===== src/hw/aopcc_pkg.sv =====
/*
  Constants for the offset, PLL and clamp configuration slice.
  Assumes a Wishbone slave with one 32-bit word per register.
*/
package aopcc_pkg;
  // ----------------------------------------
  // Register indices (byte address = 4 x index)
  // ----------------------------------------
  localparam logic [5:0] IDX_GREEN_OFFSET_HIGH = 6'h1a;
  localparam logic [5:0] IDX_GREEN_OFFSET_LOW = 6'h1b;
  localparam logic [5:0] IDX_BLUE_OFFSET_HIGH = 6'h1c;
  localparam logic [5:0] IDX_BLUE_OFFSET_LOW = 6'h1d;
  localparam logic [5:0] IDX_LINE_PERIOD_HIGH = 6'h1e;
  localparam logic [5:0] IDX_LINE_PERIOD_LOW = 6'h1f;
  localparam logic [5:0] IDX_SAMPLING_PHASE = 6'h20;
  localparam logic [5:0] IDX_COAST_LINES_BEFORE = 6'h21;
  localparam logic [5:0] IDX_COAST_LINES_AFTER = 6'h22;
  localparam logic [5:0] IDX_PLL_CONTROL_BITS = 6'h23;
  localparam logic [5:0] IDX_CLAMP_START_HIGH = 6'h24;
  localparam logic [5:0] IDX_CLAMP_START_LOW = 6'h25;
  localparam logic [5:0] IDX_CLAMP_WIDTH = 6'h26;
  localparam int NUM_REGS = 13;
  // ----------------------------------------
  // Reset values, in index order from 0x1a
  // ----------------------------------------
  localparam logic [7:0] REG_RESET [NUM_REGS] = '{
    8'h80, 8'h00, 8'h80, 8'h00, 8'h06, 8'h98, 8'h00,
    8'h04, 8'h04, 8'h00, 8'h00, 8'h02, 8'h10};
  // ----------------------------------------
  // Field positions of the PLL control register
  // ----------------------------------------
  localparam int BIT_LOCK_LEADING = 0;
  localparam int BIT_CLK_INV_EN = 1;
  localparam int BIT_EXT_COAST_SEL = 2;
  localparam int BIT_EXT_COAST_POL = 3;
  localparam int BIT_EXT_PIXEL_CLK = 4;
  // ----------------------------------------
  // Misc values
  // ----------------------------------------
  localparam logic [9:0] OFFSET_DAC_MID = 10'h200;
  localparam logic [7:0] DIGITAL_ZERO = 8'h80;
  localparam logic [13:0] LINE_PERIOD_RESET = 14'h0698;
endpackage : aopcc_pkg


===== src/hw/aopcc_config.sv =====
/*
  Offset, PLL line period, sampling phase, coast and clamp configuration
  of a triple-channel video digitizer, with the timing that it steers.
  Assumes all inputs synchronous to clk_i, hsync and vsync active high,
  and a classic Wishbone master.
*/
// Register access over Wishbone was chosen for this implementation.
// How it works
// - Green high byte: DAC bits, or digital offset
// - Blue high byte: DAC bits, or digital offset
// - Low bytes hold offset bits 1:0 on top
// - Line period reaches PLL on low write only
// - Phase field picks one of 64 steps
// - Pre-coast lines before vsync, reset four
// - Post-coast lines after vsync, reset four
// - Bit 0 picks leading or trailing lock edge
// - Bit 1 lets clock invert pin act
// - Bit 2 picks external coast pin
// - Bit 3 makes external coast active low
// - Bit 4 picks external pixel clock
// - Clamp start pixel after hsync, reset two
// - Clamp width; zero keeps clamp off
// - Width never touches black-level window
// - Oversampling scales counts, divides pixel clock
`timescale 1ns/10ps
module aopcc_config (
  input wire logic clk_i,
  input wire logic rst_i,
  // Wishbone slave
  input wire logic cyc_i,
  input wire logic stb_i,
  input wire logic we_i,
  input wire logic [7:0] adr_i,
  input wire logic [3:0] sel_i,
  input wire logic [31:0] dat_i,
  output logic [31:0] dat_o,
  output logic ack_o,
  // Video side
  input wire logic auto_black_level_loop_i,
  input wire logic [1:0] oversample_i,
  input wire logic hsync_i,
  input wire logic vsync_i,
  input wire logic ext_coast_i,
  input wire logic clock_invert_input_i,
  output logic [9:0] green_offset_dac_o,
  output logic [7:0] green_digital_offset_o,
  output logic [9:0] blue_offset_dac_o,
  output logic [7:0] blue_digital_offset_o,
  output logic [16:0] line_period_pixels_o,
  output logic [5:0] sampling_phase_o,
  output logic coast_o,
  output logic pll_ref_o,
  output logic clk_invert_o,
  output logic external_pixel_clock_in_o,
  output logic pixel_tick_o,
  output logic clamp_o,
  output logic black_level_start_o
);
  import aopcc_pkg::*;

  // ----------------------------------------
  // Register file
  // ----------------------------------------
  logic [7:0] regs [NUM_REGS]; // Stored bytes, index 0 is 0x1a
  logic [13:0] lp_applied; // Line period held by the PLL
  wire [5:0] idx = adr_i[7:2]; // Word index
  wire req = cyc_i && stb_i && !ack_o; // New access this cycle
  wire hit = (idx >= IDX_GREEN_OFFSET_HIGH) && (idx <= IDX_CLAMP_WIDTH);
  wire [3:0] slot = 4'(idx - IDX_GREEN_OFFSET_HIGH); // Array slot
  wire wr = req && we_i && sel_i[0] && hit; // Byte lane 0 write
  wire [7:0] rd_byte = hit ? regs[slot] : 8'h00; // Unmapped reads 0

  // Named views of the stored bytes
  wire [7:0] g_hi = regs[0];
  wire [7:0] g_lo = regs[1];
  wire [7:0] b_hi = regs[2];
  wire [7:0] b_lo = regs[3];
  wire [7:0] pre_lines = regs[7];
  wire [7:0] post_lines = regs[8];
  wire [7:0] ctl = regs[9];
  wire [13:0] clamp_start = {regs[10][5:0], regs[11]};
  wire [7:0] clamp_width = regs[12];

  // One writable byte per slot, reset to its documented value
  genvar gi;
  generate
    for (gi = 0; gi < NUM_REGS; gi++) begin : g_reg
      always_ff @(posedge clk_i) begin
        if (rst_i) begin
          regs[gi] <= REG_RESET[gi];
        end else if (wr && slot == 4'(gi)) begin
          regs[gi] <= dat_i[7:0];
        end
      end
    end
  endgenerate

  // Bus answer: ack one cycle after the request, for any address
  always_ff @(posedge clk_i) begin
    if (rst_i) begin
      ack_o <= 1'b0;
      dat_o <= 32'h0000_0000;
    end else begin
      ack_o <= req;
      dat_o <= {24'h00_0000, rd_byte};
    end
  end

  // PLL takes the period only when the low byte is written
  wire lp_load = wr && idx == IDX_LINE_PERIOD_LOW;
  always_ff @(posedge clk_i) begin
    if (rst_i) begin
      lp_applied <= LINE_PERIOD_RESET;
    end else if (lp_load) begin
      lp_applied <= {regs[4][5:0], dat_i[7:0]};
    end
  end

  // ----------------------------------------
  // Offsets
  // ----------------------------------------
  // With the loop off the DAC gets high byte and low bits 7:6;
  // with it on the DAC sits at mid scale and the high byte is a
  // digital offset, sent out as two's complement (0x80 means zero).
  wire [9:0] g_dac = auto_black_level_loop_i ? OFFSET_DAC_MID
                                             : {g_hi, g_lo[7:6]};
  wire [9:0] b_dac = auto_black_level_loop_i ? OFFSET_DAC_MID
                                             : {b_hi, b_lo[7:6]};
  wire [7:0] g_dig = auto_black_level_loop_i ? (g_hi ^ DIGITAL_ZERO)
                                             : 8'h00;
  wire [7:0] b_dig = auto_black_level_loop_i ? (b_hi ^ DIGITAL_ZERO)
                                             : 8'h00;

  // ----------------------------------------
  // Oversampling scale and pixel divider
  // ----------------------------------------
  logic [2:0] div_cnt; // Clocks within one output pixel
  wire [2:0] div_last = 3'((4'h1 << oversample_i) - 4'h1);
  wire div_wrap = div_cnt >= div_last; // Output pixel boundary
  wire [16:0] lp_scaled = 17'({3'h0, lp_applied} << oversample_i);
  wire [16:0] start_s = 17'({3'h0, clamp_start} << oversample_i);
  wire [16:0] width_s = 17'({9'h000, clamp_width} << oversample_i);

  // ----------------------------------------
  // Sync edges and coast
  // ----------------------------------------
  logic hs_d; // Hsync one cycle late
  logic vs_d; // Vsync one cycle late
  logic [10:0] line_cnt; // Lines since vsync start
  logic [10:0] frame_lines; // Lines in the previous frame
  logic [7:0] post_left; // Post-coast lines still to go
  wire hs_rise = hsync_i && !hs_d; // Leading edge
  wire hs_fall = !hsync_i && hs_d; // Trailing edge
  wire vs_rise = vsync_i && !vs_d;
  wire vs_fall = !vsync_i && vs_d;
  wire lock_edge = ctl[BIT_LOCK_LEADING] ? hs_rise : hs_fall;
  wire [11:0] pre_sum = {1'b0, line_cnt} + {4'h0, pre_lines};
  wire pre_coast = frame_lines != 11'h000
                   && pre_sum >= {1'b0, frame_lines};
  // The vsync falling cycle is covered too, before post_left loads
  wire int_coast = pre_coast || vsync_i || post_left != 8'h00
                   || (vs_fall && post_lines != 8'h00);
  wire ext_coast = ext_coast_i ^ ctl[BIT_EXT_COAST_POL];
  wire next_coast = ctl[BIT_EXT_COAST_SEL] ? ext_coast : int_coast;

  // Sync history
  always_ff @(posedge clk_i) begin
    if (rst_i) begin
      hs_d <= 1'b0;
      vs_d <= 1'b0;
    end else begin
      hs_d <= hsync_i;
      vs_d <= vsync_i;
    end
  end

  // Divides the pixel clock by the ratio; restarts on hsync trailing edge
  always_ff @(posedge clk_i) begin
    if (rst_i || div_wrap || hs_fall) begin
      div_cnt <= 3'h0;
    end else begin
      div_cnt <= div_cnt + 3'h1;
    end
  end

  // Line counting per frame, for the lines before vsync
  always_ff @(posedge clk_i) begin
    if (rst_i) begin
      line_cnt <= 11'h000;
      frame_lines <= 11'h000;
    end else if (vs_rise) begin
      frame_lines <= line_cnt;
      line_cnt <= 11'h000;
    end else if (hs_rise && line_cnt != 11'h7ff) begin
      line_cnt <= line_cnt + 11'h001;
    end
  end

  // Lines left to coast after vsync ends
  always_ff @(posedge clk_i) begin
    if (rst_i) begin
      post_left <= 8'h00;
    end else if (vs_fall) begin
      post_left <= post_lines;
    end else if (hs_rise && post_left != 8'h00) begin
      post_left <= post_left - 8'h01;
    end
  end

  // ----------------------------------------
  // Clamp and black-level window
  // ----------------------------------------
  logic [16:0] pix_cnt; // Clocks since hsync trailing edge
  logic pix_run; // Counting is under way
  wire [17:0] clamp_end = {1'b0, start_s} + {1'b0, width_s};
  wire in_clamp = pix_run && clamp_width != 8'h00
                  && pix_cnt >= start_s
                  && {1'b0, pix_cnt} < clamp_end;
  wire bl_hit = pix_run && pix_cnt == start_s;

  // Pixel counter restarts at each hsync trailing edge
  always_ff @(posedge clk_i) begin
    if (rst_i) begin
      pix_cnt <= 17'h0_0000;
      pix_run <= 1'b0;
    end else if (hs_fall) begin
      pix_cnt <= 17'h0_0000;
      pix_run <= 1'b1;
    end else if (pix_run && pix_cnt != 17'h1_ffff) begin
      pix_cnt <= pix_cnt + 17'h0_0001;
    end
  end

  // ----------------------------------------
  // Registered outputs
  // ----------------------------------------
  always_ff @(posedge clk_i) begin
    if (rst_i) begin
      green_offset_dac_o <= OFFSET_DAC_MID;
      green_digital_offset_o <= 8'h00;
      blue_offset_dac_o <= OFFSET_DAC_MID;
      blue_digital_offset_o <= 8'h00;
      line_period_pixels_o <= 17'h0_0000;
      sampling_phase_o <= 6'h00;
      coast_o <= 1'b0;
      pll_ref_o <= 1'b0;
      clk_invert_o <= 1'b0;
      external_pixel_clock_in_o <= 1'b0;
      pixel_tick_o <= 1'b0;
      clamp_o <= 1'b0;
      black_level_start_o <= 1'b0;
    end else begin
      green_offset_dac_o <= g_dac;
      green_digital_offset_o <= g_dig;
      blue_offset_dac_o <= b_dac;
      blue_digital_offset_o <= b_dig;
      line_period_pixels_o <= lp_scaled;
      sampling_phase_o <= regs[6][5:0];
      coast_o <= next_coast;
      pll_ref_o <= lock_edge && !next_coast;
      clk_invert_o <= clock_invert_input_i && ctl[BIT_CLK_INV_EN];
      external_pixel_clock_in_o <= ctl[BIT_EXT_PIXEL_CLK];
      pixel_tick_o <= div_wrap;
      clamp_o <= in_clamp;
      black_level_start_o <= bl_hit;
    end
  end
endmodule : aopcc_config


===== config.mk =====
export PLATFORM = sky130hd
export DESIGN_NAME = aopcc_config
export DESIGN_NICKNAME = d
export VERILOG_FILES = /design/src/hw/aopcc_pkg.sv /design/src/hw/aopcc_config.sv
export SDC_FILE = /design/constraint.sdc
export NUM_CORES = 1
export LEC_CHECK = 0
export BUFFER_PORTS_ARGS = -buffer_cell sky130_fd_sc_hd__buf_2
export CAP_MARGIN = 20
export CORE_AREA = 3 3 164 166
export CTS_BUF_LIST = sky130_fd_sc_hd__clkbuf_4 sky130_fd_sc_hd__clkbuf_8
export DETAILED_ROUTE_END_ITERATION = 6
export DIE_AREA = 0 0 167 169
export GPL_TIMING_DRIVEN = 0
export PLACE_DENSITY_LB_ADDON = 0.08
export SLEW_MARGIN = 20
export SYNTH_ARGS = -nofsm -noshare
export SYNTH_HDL_FRONTEND = slang
export SYNTH_SLANG_ARGS = --single-unit

===== constraint.sdc =====
create_clock -name clk_i -period 4 [get_ports clk_i]
set_clock_uncertainty 0.1 [all_clocks]
set_input_delay 0 -clock clk_i [delete_from_list [all_inputs] [get_ports clk_i]]
set_output_delay 0 -clock clk_i [all_outputs]
set_load 0.05 [all_outputs]

==> results.py <==
metrics = {
    "floorplanning": {
        "die_w_um": 167,
        "die_area_mm2": 0.02822,
        "rows": 59,
        "initial_core_util": 0.4968,
        "core-area_mm2": 0.02576,
        "die_y_um": 169,
        "io_pins": 155,
    },
    "layout": {
        "fin_util": 0.5888,
        "drive_above_1_share": 0.2222,
        "fillCellCount": 2198,
        "final_nets": 1520,
        "area_delta_synth_final_pct": 18.51,
    },
    "setup_path": {
        "r2r-end": "clamp_o",
        "rrSetupSlack_ns": 0.05,
        "crit_buf_inv": 1,
        "worst_path_dominant_cell_family": "compound AO/OA/AOI/OAI gates",
        "cp_cell_sequence": "buf_4 > mux4_2 > ha_2 > a21o_1 > or3_1 > o21a_2 > a21o_1 > a21oi_2 > xor2_1 > ha_1 > nand2_2 > o21ai_4 > a41oi_2 > or3_4 > o21ai_2 > a21oi_2",
        "crit_arrival_ns": 4.30,
        "startpoint_type": "flip-flop",
        "critPathMaxFanout": 4,
        "crit_type": "reg -> reg",
        "cp_data_required_time_ns": 4.35,
        "crit_slowest_cell": "mux4_2",
        "cp-end-kind": "flip-flop",
        "rr_startpoint": "regs[12][5]",
        "max_stage_delay_ns": 0.47,
        "r2r_cells": 16,
    },
    "global_routing": {
        "grt_pass1_wl_um": 52060,
        "grt.overflow.total": 0,
        "grt_max_degree": 14,
        "antenna_found_initial": 1,
        "grt_pass1_vias": 9340,
        "grt_util_all_layers": 0.2376,
    },
    "hold_path": {
        "hold_depth": 4,
        "min_path_type": "in -> reg",
        "whs_endpoint": "regs[8][2]",
        "worstHoldStart": "adr_i[5]",
    },
    "flow_run": {
        "cap_violations": 0,
    },
    "power_and_ir_drop": {
        "p_switching_mw": 1.733,
        "p_int_mw": 4.492,
        "cellLeakagePower_nw": 6.409,
        "pwr-share-comb": 0.146,
        "p_clk_frac": 0.409,
        "peakVddDrop_uv": 266.1,
        "swShare": 0.2784,
        "seqPwrFrac": 0.445,
        "p_per_area_mw_per_mm2": 410.3,
    },
    "yosys": {
        "syn-cell-area_mm2": 0.01280,
        "synth_cells": 1193,
        "ys_seq_area_frac": 0.4661,
        "syn_avg_cell_area_um2": 10.73,
        "synthArstFlopShare": 0,
        "synth_edf_count": 104,
        "synth_top_area_cell": "edfxtp_1",
        "synth_area_leaders": "edfxtp_1, dfxtp_1, mux4_2",
        "yosys_register_bits": 246,
        "yosys-top-cells-count": "dfxtp_1, and2_1, edfxtp_1",
        "yosys.cell_count.top_type": "dfxtp_1",
        "yosys.cell_types.count": 63,
        "synth_ff_type": "dfxtp_1",
        "yosysWarningCount": 0,
        "synth_top_area_frac": 0.2440,
    },
    "clock_network": {
        "cts_buffer_depth": 3,
        "clk_pin_slew_ns": 0.06,
        "cts_tree": "done",
        "cts-buffers-inserted": 43,
        "clock_sinks": 246,
        "clk_latency_ns": 0.58,
        "htreeDepth": 2,
        "cts_root_buffer": "clkbuf_8",
    },
    "placement": {
        "port_buffers": 100,
        "hpwl_um": 25180,
        "finalWeightedCongestion": 0.8753,
    },
    "sta": {
        "drv_slew": 0,
        "setup_viol": 0,
        "grt_setup_unrepaired": "true",
        "holdWs_ns": 0.04722,
        "setup_tns_ns": 0,
        "fin_crit_sh": 0.9865,
        "fmax_mhz": 253.4,
        "hold_violations": 0,
        "worstMarginPinSlew_ns": 1.118,
        "relSlewSlack": 0.2468,
        "finalCriticalPeriod_ns": 3.946,
    },
    "detailed_routing": {
        "wl_met2_um": 16040,
        "wl_met3_um": 2115,
        "wl_per_cell_um": 19.33,
        "met1_length_um": 14630,
        "drtAntennaViolNets": 0,
        "vias": 9551,
        "top_layer_used": "met4",
        "drt_iter0_markers": 785,
        "viasPerCell": 5.430,
        "drc_errors": 0,
        "routed_wl_um": 33990,
        "drt-pass1-iter-count": 4,
    },
    "outcome": {
        "status": "completed",
    },
}
==> how the worst max path moves through the flow <==
| stage | from | to | slack (ns) | depth (start not counted) |
|---|---|---|---|---|
| 2_1_floorplan | oversample_i[0] | clamp_o | 0.05 | 19 |
| 3_3_place_gp | oversample_i[1] | clamp_o | -0.98 | 20 |
| 3_5_place_dp | oversample_i[0] | clamp_o | -1.02 | 20 |
| 4_1_cts | regs[11][2] | clamp_o | 0.006 | 16 |
| 5_1_grt | regs[11][6] | clamp_o | -0.09 | 18 |
| 6_report | regs[12][5] | clamp_o | 0.05 | 16 |
==> per-stage QoR <==
| step | total power, mW | instances | worst slack (ns) | area [um^2] |
|---|---|---|---|---|
| floorplan | 3.442 | 1216 | 0.04892 | 12890 |
| global placement | 3.657 | 1651 | -0.9825 | 13810 |
| detailed placement | 3.670 | 1652 | -1.022 | 13810 |
| CTS | 6.236 | 1750 | 0.006331 | 14990 |
| global route | 6.464 | 1757 | -0.08605 | 15160 |
| finish | 6.225 | 1759 | 0.05408 | 15170 |
==> cell families after synthesis <==
family          after synthesis  synth area share
simple gates                452            0.1882
flops                       246            0.4661
compound gates              159           0.07889
buf+inv                     121           0.04555
mux                          86            0.1103
fa+ha+maj                    75           0.07449
xor+xnor                     53           0.03627
other cells                   1         0.0002930
==> state kept, by name (all words and copies together), names as in the netlist, 3 cells and up <==
register and flops:
blue_digital_offset_o 8, blue_offset_dac_o 10, dat_o 8, div_cnt 3, frame_lines 11, green_digital_offset_o 8
green_offset_dac_o 10, line_cnt 11, line_period_pixels_o 17, lp_applied 14, pix_cnt 17, post_left 8
regs 104, sampling_phase_o 6
==> power by group through the flow <==
stage	clock network (mW)	registers, mW	logic [mW]
floorplan	0	2.88	0.558
global placement	0	2.82	0.837
detailed placement	0	2.82	0.850
CTS	2.60	2.77	0.873
global route	2.70	2.78	0.989
finish	2.55	2.77	0.911
==> per-layer routing <==
metal / up-vias / GRT usage
met3: 81 / 0.03316
met1: 4572 / 0.3200
li1: 4582 / -
met2: 316 / 0.3931
met5: - / 0
met4: 0 / 0.09039
==> timing repair <==
| item | CTS | global route |
|---|---|---|
| pin swaps | 2 | 10 |
| endpoints found under the setup margin | 1 | 2 |
| setup buffers | 0 | 8 |
| hold endpoints to repair | 60 | 0 |
| resized for setup | 11 | 30 |
| hold buffers | 20 | 0 |
==> tightest hold or removal path: cells and delay by family <==
family | cells | cell delay [ns]
xor gates and xnor gates | 1 | 0.13
and+or+nand+nor | 2 | 0.34
buffers and inverters | 1 | 0.15
==> cells in the final DEF, fill, tap and decap left out, types with 22 or more instances in the layout <==
cell / count
inv_1: 44
nor2b_1: 32
buf_4: 34
nor2_1: 93
mux4_2: 43
o21ai_0: 22
xnor2_1: 25
buf_2: 108
dfxtp_1: 142
nand3_1: 22
nand2_1: 75
ha_1: 70
clkbuf_1: 34
mux2i_1: 31
edfxtp_1: 104
a21oi_1: 44
clkbuf_8: 50
xor2_1: 28
conb_1: 24
and2_1: 135
==> cell type report <==
class	instances	area (um^2)	share of cell area
diodes	2	5.005	0.0003299
plain buffers	76	416.7	0.02747
clock buffers	59	755.7	0.04982
clock inverters	19	192.7	0.01270
inverters	44	165.2	0.01089
multi-input cells	849	6484	0.4274
flip-flops and latches	246	5966	0.3933
well taps	335	419.2	0.02763
repair buffers	129	765.7	0.05048
Power figures use the tool's default switching activity.
